$ cat src/sms_gate_map.svh
// offsets, field positions, reset values and timing counts of the command gatekeeper
// Notes on behaviour
// - configured password must prefix the command text
// - command names match regardless of letter case
// - configuration only within 30-minute restartable window
// - late configuration rejected; expired reply if enabled
// - accepted configuration values written to non-volatile storage
// - settings start from factory defaults, then load from storage if nvmValid just after reset
// - information commands anytime; trailing question mark queries
// - query lists values, default first, active marked
// - control commands run regardless of window
// - reply after each command unless replies disabled
// - unknown command reply only while error replies on
// - commands over 30 characters dropped silently
// - boot: power and function blink three times
// - network blink 1 s searching, 3 s registered
// - network blinks every second while PIN required
// - claim owner stores sender, enables security list
// - hidden sender number is never stored
`ifndef SMS_GATE_MAP_SVH
`define SMS_GATE_MAP_SVH

// ----------------------------------------------------------------
// register byte offsets
// ----------------------------------------------------------------
`define REG_CTRL 8'h00
`define REG_STATUS 8'h04
`define REG_MASK 8'h08
`define REG_PWLEN 8'h0C
`define REG_PW0 8'h10
`define REG_PW1 8'h14
`define REG_STATE 8'h18

// ----------------------------------------------------------------
// field positions
// ----------------------------------------------------------------
`define CTRL_REPLY_BIT 0
`define CTRL_ERROR_BIT 1
`define CTRL_SECLIST_BIT 2
`define EVT_DONE_BIT 0
`define EVT_EXPIRED_BIT 1
`define EVT_UNKNOWN_BIT 2
`define EVT_OVERLONG_BIT 3
`define EVT_OWNER_BIT 4
`define EVT_COUNT 5
`define PW_MAX_LEN 4'h8

// ----------------------------------------------------------------
// factory defaults
// ----------------------------------------------------------------
`define DEF_REPLY_ON 1'b1
`define DEF_ERROR_ON 1'b1
`define DEF_SECLIST_ON 1'b0

// ----------------------------------------------------------------
// command texts (upper case), lengths and count
// ----------------------------------------------------------------
`define CMD_COUNT 8
`define CMD_TXT_OWNER 80'h4D414B454D45424F5353
`define CMD_TXT_ERRON "ERROR=ON"
`define CMD_TXT_ERROFF "ERROR=OFF"
`define CMD_TXT_REPON "REPLY=ON"
`define CMD_TXT_REPOFF "REPLY=OFF"
`define CMD_TXT_ERRQ "ERROR?"
`define CMD_TXT_REPQ "REPLY?"
`define CMD_TXT_STATUS "STATUS"
`define CMD_LENS {6'd10, 6'd8, 6'd9, 6'd8, 6'd9, 6'd6, 6'd6, 6'd6}
`define MAX_CMD_CHARS 6'd30

// ----------------------------------------------------------------
// timing
// ----------------------------------------------------------------
`define CLK_HZ 100000000
`define CFG_WINDOW_MIN 30
`define LED_TICK_MS 100
`define BLINK_TICKS 4'd10
`define BLINK_ON_TICKS 4'd5
`define BOOT_BLINKS 2'd3
`define REG_BLINK_PERIODS 2'd3

`endif

$ cat src/sms_gate_pkg.sv
// types shared by the command gatekeeper
package sms_gate_pkg;

  typedef enum logic [1:0] {
    CLS_CONFIG,
    CLS_INFO,
    CLS_CTRL
  } cmdClass_t;

  typedef enum logic [2:0] {
    RPY_OK,
    RPY_QUERY,
    RPY_STATUS,
    RPY_EXPIRED,
    RPY_UNKNOWN
  } replyCode_t;

endpackage

$ cat src/sms_command_gatekeeper.sv
// text command gatekeeper: password, matching, config window, replies, indicators
`timescale 1ns/1ns
`default_nettype none
`include "sms_gate_map.svh"

module sms_command_gatekeeper import sms_gate_pkg::*; #(
  parameter longint unsigned WINDOW_CYCLES = 64'(`CFG_WINDOW_MIN) * 64'd60 * 64'(`CLK_HZ),
  parameter int unsigned TICK_CYCLES = `LED_TICK_MS * (`CLK_HZ / 1000)
) (
  input wire logic clock,
  input wire logic arst_n,
  input wire logic cyc_i,
  input wire logic stb_i,
  input wire logic we_i,
  input wire logic [7:0] adr_i,
  input wire logic [3:0] sel_i,
  input wire logic [31:0] dat_i,
  output logic [31:0] dat_o,
  output logic ack_o,
  output logic irq,
  input wire logic [7:0] msgChar,
  input wire logic msgCharValid,
  input wire logic msgEnd,
  input wire logic senderKnown,
  input wire logic nvmValid,
  input wire logic [2:0] nvmLoadData,
  output logic nvmWrite,
  output logic [2:0] nvmData,
  output logic replyValid,
  output logic [2:0] replyCode,
  output logic [2:0] replyCmd,
  output logic [1:0] replyArg,
  output logic ownerStore,
  input wire logic startupOk,
  input wire logic netRegistered,
  input wire logic simPinRequired,
  output logic powerLed,
  output logic functionLed,
  output logic networkLed
);

  // ----------------------------------------------------------------
  // command table
  // ----------------------------------------------------------------
  localparam logic [95:0] CMD_TXT [`CMD_COUNT] = '{
    96'(`CMD_TXT_OWNER), 96'(`CMD_TXT_ERRON), 96'(`CMD_TXT_ERROFF), 96'(`CMD_TXT_REPON),
    96'(`CMD_TXT_REPOFF), 96'(`CMD_TXT_ERRQ), 96'(`CMD_TXT_REPQ), 96'(`CMD_TXT_STATUS)};
  localparam logic [47:0] CMD_LEN = `CMD_LENS;

  function automatic logic [5:0] cmdLen(input int i);
    cmdLen = CMD_LEN[6 * (`CMD_COUNT - 1 - i) +: 6];
  endfunction

  function automatic logic [7:0] cmdChar(input int i, input logic [5:0] pos);
    int idx;
    idx = int'(cmdLen(i)) - 1 - int'(pos);
    cmdChar = CMD_TXT[i][8 * idx +: 8];
  endfunction

  function automatic cmdClass_t cmdClass(input logic [2:0] i);
    if (i <= 3'd4) begin
      cmdClass = CLS_CONFIG;
    end else if (i == 3'd7) begin
      cmdClass = CLS_CTRL;
    end else begin
      cmdClass = CLS_INFO;
    end
  endfunction

  // ----------------------------------------------------------------
  // state
  // ----------------------------------------------------------------
  logic replyOn_r, errorOn_r, secListOn_r, loaded_r;
  logic [3:0] pwLen_r;
  logic [63:0] pw_r;
  logic [`EVT_COUNT-1:0] status_r, mask_r, evt;
  logic [5:0] msgLen_r;
  logic pwOk_r;
  logic [`CMD_COUNT-1:0] match_r, hit;
  logic [39:0] winCnt_r;
  logic windowOpen;
  logic [7:0] upChar;
  logic [5:0] cmdChars;
  logic overlong, pwAccepted, anyHit;
  logic [2:0] hitIdx;
  logic wbReq, wbWrite, wbRead;
  logic [1:0] syncOk_r, syncReg_r, syncPin_r;

  assign wbReq = cyc_i & stb_i & ~ack_o;
  assign wbWrite = wbReq & we_i;
  assign wbRead = wbReq & ~we_i;
  assign windowOpen = winCnt_r < 40'(WINDOW_CYCLES);

  // ----------------------------------------------------------------
  // message scanning
  // ----------------------------------------------------------------
  always_comb begin
    upChar = msgChar;
    if (msgChar >= 8'h61 && msgChar <= 8'h7A) begin
      upChar = msgChar - 8'h20;
    end
  end

  always_ff @(posedge clock or negedge arst_n) begin
    if (!arst_n) begin
      msgLen_r <= 6'h00;
      pwOk_r <= 1'b1;
      match_r <= '1;
    end else if (msgEnd) begin
      msgLen_r <= 6'h00;
      pwOk_r <= 1'b1;
      match_r <= '1;
    end else if (msgCharValid) begin
      if (msgLen_r != 6'h3F) begin
        msgLen_r <= msgLen_r + 6'h01;
      end
      if (msgLen_r < {2'b00, pwLen_r}) begin
        if (msgChar != pw_r[8 * msgLen_r[2:0] +: 8]) begin
          pwOk_r <= 1'b0;
        end
      end else begin
        for (int i = 0; i < `CMD_COUNT; i++) begin
          if (msgLen_r - {2'b00, pwLen_r} >= cmdLen(i) ||
              upChar != cmdChar(i, msgLen_r - {2'b00, pwLen_r})) begin
            match_r[i] <= 1'b0;
          end
        end
      end
    end
  end

  always_comb begin
    cmdChars = msgLen_r - {2'b00, pwLen_r};
    overlong = msgLen_r > `MAX_CMD_CHARS;
    pwAccepted = pwOk_r && msgLen_r >= {2'b00, pwLen_r};
    hitIdx = 3'd0;
    anyHit = 1'b0;
    for (int i = 0; i < `CMD_COUNT; i++) begin
      hit[i] = match_r[i] && cmdChars == cmdLen(i);
    end
    for (int i = `CMD_COUNT - 1; i >= 0; i--) begin
      if (hit[i]) begin
        hitIdx = 3'(i);
        anyHit = 1'b1;
      end
    end
  end

  // ----------------------------------------------------------------
  // configuration window
  // ----------------------------------------------------------------
  always_ff @(posedge clock or negedge arst_n) begin
    if (!arst_n) begin
      winCnt_r <= 40'h0000000000;
    end else if (msgEnd && !overlong && pwAccepted && anyHit &&
                 cmdClass(hitIdx) == CLS_CONFIG && windowOpen) begin
      winCnt_r <= 40'h0000000000;
    end else if (windowOpen) begin
      winCnt_r <= winCnt_r + 40'h0000000001;
    end
  end

  // ----------------------------------------------------------------
  // command execution, settings and replies
  // ----------------------------------------------------------------
  always_ff @(posedge clock or negedge arst_n) begin
    if (!arst_n) begin
      replyOn_r <= `DEF_REPLY_ON;
      errorOn_r <= `DEF_ERROR_ON;
      secListOn_r <= `DEF_SECLIST_ON;
      loaded_r <= 1'b0;
      nvmWrite <= 1'b0;
      nvmData <= 3'h0;
      replyValid <= 1'b0;
      replyCode <= 3'h0;
      replyCmd <= 3'h0;
      replyArg <= 2'h0;
      ownerStore <= 1'b0;
      evt <= '0;
    end else begin
      nvmWrite <= 1'b0;
      replyValid <= 1'b0;
      ownerStore <= 1'b0;
      evt <= '0;
      loaded_r <= 1'b1;
      if (!loaded_r && nvmValid) begin
        {secListOn_r, errorOn_r, replyOn_r} <= nvmLoadData;
      end else if (wbWrite && adr_i == `REG_CTRL && sel_i[0]) begin
        replyOn_r <= dat_i[`CTRL_REPLY_BIT];
        errorOn_r <= dat_i[`CTRL_ERROR_BIT];
        secListOn_r <= dat_i[`CTRL_SECLIST_BIT];
        nvmWrite <= 1'b1;
        nvmData <= {dat_i[`CTRL_SECLIST_BIT], dat_i[`CTRL_ERROR_BIT], dat_i[`CTRL_REPLY_BIT]};
      end else if (msgEnd) begin
        replyCmd <= hitIdx;
        replyArg <= 2'h0;
        if (overlong) begin
          evt[`EVT_OVERLONG_BIT] <= 1'b1;
        end else if (!pwAccepted) begin
          replyValid <= 1'b0;
        end else if (!anyHit) begin
          evt[`EVT_UNKNOWN_BIT] <= 1'b1;
          replyValid <= errorOn_r;
          replyCode <= RPY_UNKNOWN;
        end else if (cmdClass(hitIdx) == CLS_CONFIG && !windowOpen) begin
          evt[`EVT_EXPIRED_BIT] <= 1'b1;
          replyValid <= errorOn_r;
          replyCode <= RPY_EXPIRED;
        end else begin
          evt[`EVT_DONE_BIT] <= 1'b1;
          replyValid <= replyOn_r;
          replyCode <= RPY_OK;
          nvmWrite <= cmdClass(hitIdx) == CLS_CONFIG;
          nvmData <= {secListOn_r, errorOn_r, replyOn_r};
          case (hitIdx)
            3'd0: begin
              if (senderKnown) begin
                ownerStore <= 1'b1;
                secListOn_r <= 1'b1;
                evt[`EVT_OWNER_BIT] <= 1'b1;
                nvmData <= {1'b1, errorOn_r, replyOn_r};
              end else begin
                nvmWrite <= 1'b0;
              end
            end
            3'd1: begin
              errorOn_r <= 1'b1;
              nvmData <= {secListOn_r, 1'b1, replyOn_r};
            end
            3'd2: begin
              errorOn_r <= 1'b0;
              nvmData <= {secListOn_r, 1'b0, replyOn_r};
            end
            3'd3: begin
              replyOn_r <= 1'b1;
              nvmData <= {secListOn_r, errorOn_r, 1'b1};
            end
            3'd4: begin
              replyOn_r <= 1'b0;
              nvmData <= {secListOn_r, errorOn_r, 1'b0};
            end
            3'd5: begin
              replyCode <= RPY_QUERY;
              replyArg <= {1'b0, ~errorOn_r};
            end
            3'd6: begin
              replyCode <= RPY_QUERY;
              replyArg <= {1'b0, ~replyOn_r};
            end
            3'd7: begin
              replyCode <= RPY_STATUS;
              replyArg <= {secListOn_r, windowOpen};
            end
            default: begin
              replyCode <= RPY_OK;
            end
          endcase
        end
      end
    end
  end

  // ----------------------------------------------------------------
  // wishbone slave and interrupt
  // ----------------------------------------------------------------
  always_ff @(posedge clock or negedge arst_n) begin
    if (!arst_n) begin
      ack_o <= 1'b0;
      dat_o <= 32'h00000000;
    end else begin
      ack_o <= wbReq;
      dat_o <= 32'h00000000;
      if (wbRead) begin
        case (adr_i)
          `REG_CTRL: dat_o <= {29'h0, secListOn_r, errorOn_r, replyOn_r};
          `REG_STATUS: dat_o <= 32'(status_r);
          `REG_MASK: dat_o <= 32'(mask_r);
          `REG_PWLEN: dat_o <= {28'h0, pwLen_r};
          `REG_PW0: dat_o <= pw_r[31:0];
          `REG_PW1: dat_o <= pw_r[63:32];
          `REG_STATE: dat_o <= {28'h0, loaded_r, secListOn_r, 1'b0, windowOpen};
          default: dat_o <= 32'h00000000;
        endcase
      end
    end
  end

  always_ff @(posedge clock or negedge arst_n) begin
    if (!arst_n) begin
      mask_r <= '0;
      pwLen_r <= 4'h0;
      pw_r <= 64'h0000000000000000;
    end else if (wbWrite) begin
      case (adr_i)
        `REG_MASK: begin
          if (sel_i[0]) begin
            mask_r <= dat_i[`EVT_COUNT-1:0];
          end
        end
        `REG_PWLEN: begin
          if (sel_i[0]) begin
            pwLen_r <= dat_i[3:0] > `PW_MAX_LEN ? `PW_MAX_LEN : dat_i[3:0];
          end
        end
        `REG_PW0, `REG_PW1: begin
          for (int b = 0; b < 4; b++) begin
            if (sel_i[b]) begin
              pw_r[32 * int'(adr_i == `REG_PW1) + 8 * b +: 8] <= dat_i[8 * b +: 8];
            end
          end
        end
        default: begin
          mask_r <= mask_r;
        end
      endcase
    end
  end

  always_ff @(posedge clock or negedge arst_n) begin
    if (!arst_n) begin
      status_r <= '0;
      irq <= 1'b0;
    end else begin
      // new events win over the read-clear
      if (wbRead && adr_i == `REG_STATUS) begin
        status_r <= evt;
      end else begin
        status_r <= status_r | evt;
      end
      irq <= |(status_r & mask_r);
    end
  end

  // ----------------------------------------------------------------
  // indicators
  // ----------------------------------------------------------------
  logic [23:0] tickCnt_r;
  logic tick;
  logic [3:0] subCnt_r;
  logic [1:0] periodCnt_r, bootBlinks_r;
  logic bootDone_r;

  assign tick = tickCnt_r == 24'(TICK_CYCLES - 1);

  always_ff @(posedge clock or negedge arst_n) begin
    if (!arst_n) begin
      syncOk_r <= 2'b00;
      syncReg_r <= 2'b00;
      syncPin_r <= 2'b00;
    end else begin
      syncOk_r <= {syncOk_r[0], startupOk};
      syncReg_r <= {syncReg_r[0], netRegistered};
      syncPin_r <= {syncPin_r[0], simPinRequired};
    end
  end

  always_ff @(posedge clock or negedge arst_n) begin
    if (!arst_n) begin
      tickCnt_r <= 24'h000000;
      subCnt_r <= 4'h0;
      periodCnt_r <= 2'h0;
      bootBlinks_r <= 2'h0;
      bootDone_r <= 1'b0;
    end else begin
      tickCnt_r <= tick ? 24'h000000 : tickCnt_r + 24'h000001;
      if (tick) begin
        subCnt_r <= subCnt_r == `BLINK_TICKS - 4'h1 ? 4'h0 : subCnt_r + 4'h1;
        if (subCnt_r == `BLINK_TICKS - 4'h1) begin
          periodCnt_r <= periodCnt_r == `REG_BLINK_PERIODS - 2'h1 ? 2'h0 : periodCnt_r + 2'h1;
          if (!bootDone_r) begin
            bootBlinks_r <= bootBlinks_r + 2'h1;
            bootDone_r <= bootBlinks_r == `BOOT_BLINKS - 2'h1;
          end
        end
      end
    end
  end

  always_ff @(posedge clock or negedge arst_n) begin
    if (!arst_n) begin
      powerLed <= 1'b0;
      functionLed <= 1'b0;
      networkLed <= 1'b0;
    end else if (!bootDone_r) begin
      powerLed <= subCnt_r < `BLINK_ON_TICKS;
      functionLed <= subCnt_r < `BLINK_ON_TICKS;
      networkLed <= 1'b0;
    end else begin
      powerLed <= syncOk_r[1];
      functionLed <= 1'b0;
      networkLed <= subCnt_r == 4'h0 &&
                    (syncPin_r[1] || !syncReg_r[1] || periodCnt_r == 2'h0);
    end
  end

endmodule
`default_nettype wire

$ cat config.mk
export PLATFORM = sky130hd
export DESIGN_NAME = sms_command_gatekeeper
export DESIGN_NICKNAME = d
export VERILOG_FILES = /design/src/sms_gate_pkg.sv /design/src/sms_command_gatekeeper.sv
export VERILOG_INCLUDE_DIRS = /design/src
export SDC_FILE = /design/constraint.sdc
export NUM_CORES = 1
export LEC_CHECK = 0
export BUFFER_PORTS_ARGS = -buffer_cell sky130_fd_sc_hd__buf_2
export CORE_MARGIN = 2
export CORE_UTILIZATION = 30
export CTS_CLUSTER_SIZE = 16
export DETAILED_ROUTE_END_ITERATION = 12
export SYNTH_ARGS = -nofsm -noshare
export SYNTH_HDL_FRONTEND = slang
export SYNTH_SLANG_ARGS = --single-unit
export TNS_END_PERCENT = 20
$ cat constraint.sdc
create_clock -name clock -period 6.7 [get_ports clock]
set_input_delay 1.34 -clock clock [delete_from_list [all_inputs] [get_ports clock]]
set_output_delay 1.34 -clock clock [all_outputs]
set_load 0.01 [all_outputs]
* Word-level counts from Yosys, hierarchy flattened *
Index checks and enable logic that the tools add are counted.

storage, ports and cells
  register bits = 232
  memory bits (read-only) = 0
  output and inout port bits = 51
  latch bits = 0
  bits in writable memories = 0
  memories kept = 0

cells by class
  eq/ne operators = 36
  order comparisons = 13
  div/mod/pow operators = 0
  bitwise operators = 14
  $add $sub $neg = 19
  reductions and logical operators = 89
  shifts and indexed selects = 17
  $mul = 0
  mux-type cells = 153

operators by type and width
  cell                                                           number
  indexed part select 96 x 10 -> 8 bit (first input constant)    8
  2-to-1 mux 64 bit                                              10
  bitwise mux 64 bit                                             4
  variable shift 8 x 33 -> 64 bit (first input constant)         4
  indexed part select 8 x 33 -> 64 bit                           4
  one-hot mux 32 bit (7 select lines)                            1
  negation 7 -> 33 bit                                           3
  2-to-1 mux 40 bit                                              2
  2-to-1 mux 1 bit                                               76
  != test 8 bit                                                  9
  indexed part select 64 x 7 -> 8 bit                            1
  2-to-1 mux 3 bit                                               18
  2-to-1 mux 2 bit                                               22
  adder 40 x 1 -> 40 bit (second input constant)                 1
  less-than comparator 40 x 38 -> 1 bit (second input constant)  1
  AND reduction 3 bit                                            13
  negation 6 -> 33 bit                                           1
  2-to-1 mux 32 bit                                              1
  2-to-1 mux 8 bit                                               4
  nonzero test 2 bit                                             16
  adder 24 x 1 -> 24 bit (second input constant)                 1
  equality test 24 bit (second input constant)                   1
  equality test 8 x 5 -> 1 bit (second input constant)           3
  2-to-1 mux 24 bit                                              1
  other kinds (59)                                               136

* Logic depth before layout (Yosys ltp) *
  word-level depth = 39
  depth in mapped cells = 20

* Least setup slack after synthesis *
OpenSTA, ideal clock, no wires.

  kind = register to register
  start = reg msgLen_r[0]
  end = reg match_r[4]
  cell stages (with the launch flop) = 18
  period minus slack after synthesis = 4259 ps
  path slack = 2441 ps
  arrival time = 4168 ps
  setup time = 91 ps
  path buffers = 2
  cells stage by stage = dfrtp_1 > clkbuf_1 > inv_1 > ha_1 > inv_1 > fa_1 > xor2_4 > inv_4 > clkbuf_1 > ha_1 > and2_0 > a21oi_1 > xnor2_1 > o21ai_2 > nor4_2 > xnor2_1 > o2111ai_1 > o31ai_1

on the way
  longest elaborated chain between the ends = 7
  elaborated cells between the ends (all ways) = 10
  classes of those cells = 2 x add/sub; 2 x order compare; 2 x eq/ne; 1 x shift; 3 x reduce/logical

ends and longest elaborated chain
  what                                  RTL line                                                      source
  start: declaration                    sms_command_gatekeeper.sv:77                                  logic [5:0] msgLen_r;
  start signal: assignment              sms_command_gatekeeper.sv:115                                 msgLen_r <= msgLen_r + 6'h01;
  subtractor 6 x 4 -> 6 bit             sms_command_gatekeeper.sv:123, sms_command_gatekeeper.sv:124
  subtractor 4 x 6 -> 7 bit             sms_command_gatekeeper.sv:56                                  idx = int'(cmdLen(i)) - 1 - int'(pos);
  indexed part select 96 x 10 -> 8 bit  sms_command_gatekeeper.sv:57                                  cmdChar = CMD_TXT[i][8 * idx +: 8];
  != test 8 bit                         sms_command_gatekeeper.sv:124                                 upChar != cmdChar(i, msgLen_r - {2'b00, pwLen_r})) begin
  logical OR 1 bit                      sms_command_gatekeeper.sv:123                                 if (msgLen_r - {2'b00, pwLen_r} >= cmdLen(i) ||
  nonzero test 2 bit (no line)          -
  AND reduction 3 bit (no line) (*)     -
  end signal: assignment                sms_command_gatekeeper.sv:108                                 match_r <= '1;
  end signal: assignment                sms_command_gatekeeper.sv:112                                 match_r <= '1;
  end signal: indexed assignment        sms_command_gatekeeper.sv:125                                 match_r[i] <= 1'b0;
  end: declaration                      sms_command_gatekeeper.sv:79                                  logic [`CMD_COUNT-1:0] match_r, hit;

Mark *: on every way between the ends. The rest lies on a longest branch, timed or not.
A chain may end at the register's enable or synchronous reset.

* Worst setup path after layout *
  start = reg msgLen_r[0]
  end = reg winCnt_r[1]

on the way
  longest elaborated chain between the ends = 18
  elaborated cells between the ends (all ways) = 45
  classes of those cells = 1 x add/sub; 3 x order compare; 5 x eq/ne; 19 x mux; 17 x reduce/logical

ends and longest elaborated chain
  what                                                                                RTL line                       source
  parallel branches: the longest is 15 deep, another holds subtractor 6 x 4 -> 6 bit  -
  logical AND 1 bit (*)                                                               sms_command_gatekeeper.sv:155  end else if (msgEnd && !overlong && pwAccepted && anyHit &&
  logical AND 1 bit (*)                                                               sms_command_gatekeeper.sv:156  cmdClass(hitIdx) == CLS_CONFIG && windowOpen) begin
  2-to-1 mux 40 bit or nonzero test 2 bit (tied branches)                             -
  end signal: assignment                                                              sms_command_gatekeeper.sv:159  winCnt_r <= winCnt_r + 40'h0000000001;
  end: declaration                                                                    sms_command_gatekeeper.sv:80   logic [39:0] winCnt_r;

Every way passes the cells marked *.

==> key figures <==
Synthesis
  • Post-Syn Area per Cell: 10.0 sq um
  • Synth cell count leaders: 220 x dfrtp_1, 145 x nor2_1, 95 x nand2_1
  • Warning count from the yosys run: 0
  • Count leader, synth: dfrtp_1
  • Cells after Synth: 1,293
  • Synth area leader: dfrtp_1
  • EDFF count, synth: 0
  • Post-Syn Area: 13,000 sq um
  • Synth area leaders: dfrtp_1 42%, mux2_2 7.2%, nor2_1 4.2%, xnor2_1 3.4%, mux2i_1 3.2%
  • Yosys cell types: 94
  • #FFs+latches synth: 231
  • Sequential element share of the synthesized area: 0.446
  • Top cell type's share of synthesized area: 0.424
  • Main synth FF type: dfrtp_1
  • Synth async-reset ratio: 1.00
  • Syn Nets: 1,379

Min path
  • Worst Hold Endpoint: syncOk_r[1]
  • Hold Crit Class: reg -> reg
  • Hold path depth: 0
  • Worst hold start: syncOk_r[0]

Timing
  • Slew Limit Fails: 0
  • Max Freq: 0.208 GHz
  • RSZ-0062 raised after global routing: false
  • Slew HR: 0.348
  • # setup viols final: 0
  • Worst-margin pin slew: 0.978 ns
  • Final Critical Period: 4.81 ns
  • Final period util: 0.717
  • Hold violation total from the final report: 0
  • Max Clock Skew: 0.0335 ns
  • Setup TNS Final: 0 ns

Final layout
  • Post-layout nets: 1,474
  • Synth-to-Final Area Change: 15.9%
  • Filler cell count: 4,323
  • Share of layout cells above drive strength 1: 0.225
  • Final Util: 0.351

Floorplan
  • Die Ht: 212 microns
  • Die Width: 212 microns
  • Initial core utilization: 0.303
  • Core box area: 42,900 sq um
  • Die area: 44,900 sq um
  • Row cnt: 76
  • Boundary Pins: 118

Setup path
  • Slowest CP cell: nor2_2
  • Reg2Reg Depth: 19
  • Crit end category: register
  • Cell Chain, Critical Path: buf_4, inv_1, ha_1, inv_1, fa_1, a21o_1, a211o_1, nand2_2, inv_2, ha_1, and3b_1, nand2_1, o31ai_1, a41o_1, a21oi_2, nor2_1, nor2_2, buf_4, o21ai_0
  • Worst path max stage delay: 0.55 ns
  • Crit path DAT: 5.21 ns
  • R2R Path Start: msgLen_r[0]
  • CP Max Fanout: 23
  • FF-to-FF End: winCnt_r[1]
  • Reg2reg setup slack: 1.89 ns
  • Worst path required time: 7.10 ns
  • Critical path type: reg -> reg
  • CP Launch Type: register

Detailed routing
  • DRT Pass-1 Iters: 6
  • Vias per inst: 5.16
  • Wire per inst: 17.8 microns
  • WL final: 35.5 mm
  • Final antenna-violating net count: 0
  • DRC viols: 0
  • Via count: 10,300
  • Starting DRC count in detailed routing: 656

Global routing
  • Tot GR Track Use: 0.161
  • Initial antenna violation count: 6
  • First-pass GRT wire length: 57.5 mm
  • Largest net degree at the start of global routing: 128
  • Grt ovf: 0
  • Vias in the first global route: 10,200

CTS
  • Clock Pin Slew Worst Setup and Hold Paths: 0.06 ns
  • H-tree depth: 1
  • Clock root buffer: clkbuf_16
  • Skew-Pair Late Insertion Delay: 0.56 ns
  • PostCTS Resize Cnt: 0
  • # hold bufs at CTS: 0
  • Max clock buf depth: 3
  • Post-CTS Setup Repair Bufs: 0
  • CTS Buf Count: 26
  • CTS tree: done
  • TritonCTS Sinks: 231

Placement
  • DP HPWL: 25.8 mm
  • Port bufs: 117
  • Final GP Congestion: 0.874

Run
  • Max_cap viols: 0

Pwr
  • Leakage: 6.70 nW
  • Peak supply drop: 0.221 mV
  • Pwr dens: 224 nW/um^2

Outcome
  • Status: finished, final reports clean
sequential cells by signal (all words and copies together) (netlist names), 2 cells and up:
| name | flops |
|---|---|
| mask_r | 5 |
| pw_r | 64 |
| replyCmd | 3 |
| bootBlinks_r | 2 |
| tickCnt_r | 24 |
| periodCnt_r | 2 |
| replyCode | 3 |
| evt | 5 |
| replyArg | 2 |
| winCnt_r | 40 |
| nvmData | 3 |
| syncOk_r | 2 |
| dat_o | 32 |
| match_r | 8 |
| msgLen_r | 6 |
| subCnt_r | 4 |
| status_r | 5 |
| syncReg_r | 2 |
| pwLen_r | 4 |
| syncPin_r | 2 |
worst max path at each step:
stage	from	end	slack [ns]
floorplan	msgLen_r[0]	match_r[4]	2.44
global placement	msgLen_r[0]	winCnt_r[1]	2.01
detailed placement	msgLen_r[0]	winCnt_r[1]	1.93
CTS	msgLen_r[0]	winCnt_r[1]	1.88
global route	msgLen_r[0]	winCnt_r[1]	1.53
finish	msgLen_r[0]	winCnt_r[1]	1.89
per-stage QoR:
step / cell area (sq um) / setup slack (ns) / cells / total power [mW] / hold WS, ns
global route: 15000 / 1.53 / 1996 / 3.52 / 0.357
CTS: 15000 / 1.88 / 1993 / 3.41 / 0.355
detailed placement: 14100 / 1.93 / 1945 / 1.95 / 0.338
floorplan: 13000 / 2.44 / 1293 / 1.80 / 0.331
global placement: 14100 / 2.01 / 1945 / 1.94 / 0.333
finish: 15000 / 1.89 / 1997 / 3.37 / 0.350
routing by layer:
layer,global-route usage,wire [microns],up-vias
li1,-,-,4879
met1,0.219,16000,5099
met2,0.261,16700,270
met3,0.0251,1820,59
met4,0.0563,930,6
met5,0,30,-
kinds of logic after synthesis:
logic type,after synthesis,share of synthesized area
xor gates and xnor gates,86,0.0611
muxes,142,0.135
AOI/OAI and AO/OA,258,0.133
adders and majority gates,19,0.0189
DFF,231,0.446
buffers and inverters,97,0.0304
and+or+nand+nor,459,0.175
other,1,0.000289
layout by cell type, fill, tap and decap left out, types with 6 or more instances in the layout:
master     Yosys  layout
dfstp_2       11      11
xor2_1        33      33
o211ai_1       7       7
clkbuf_1      41       7
buf_2          8     116
mux2_2        83      83
o31ai_1       11      11
o21ai_0       57      57
a21oi_1       69      69
and2_1         6       6
o21a_1         6       6
or3_1         19      19
mux2i_1       41      41
o22ai_1        7       7
clkbuf_16      0      26
and3_1        14      14
nor2_1       145     144
nand4_1       22      22
a31oi_1        9       9
a21o_1        12      12
nor2b_1       10      10
nand2_1       95      95
mux4_2        18      18
and4_1         8       8
xnor2_1       50      50
a211oi_1      11      11
nand2b_1      11      11
nor4_1         6       6
ha_1          18      18
clkbuf_8       0       6
nand3_1       59      59
nor3_1        26      26
buf_4          2      10
inv_1         30      30
dfrtp_1      220     220
worst max-delay path, delay by kind of cell, from the launching register on:
family	cells	cell delay (ns)
simple gates	5	1.18
compound gates	6	1.25
fa+ha+maj	3	0.91
buf+inv	5	0.92
flops	1	0.36
power breakdown:
| part | total, mW | switching [mW] | internal, mW |
|---|---|---|---|
| clock | 1.45 | 0.579 | 0.866 |
| combinational | 0.502 | 0.327 | 0.174 |
| sequential | 1.43 | 0.0201 | 1.41 |
area by class of cell:
type / count / area (sq um) / share of cell area
clock buffer: 39 / 759 / 0.0505
inverter: 36 / 140 / 0.00931
timing repair buffer: 128 / 691 / 0.0459
clock inverter: 9 / 126 / 0.00840
tap: 585 / 732 / 0.0486
antenna: 4 / 10.0 / 0.000665
sequential: 231 / 5790 / 0.385
multi-input combinational: 965 / 6790 / 0.451
Power figures use the tool's default switching activity.
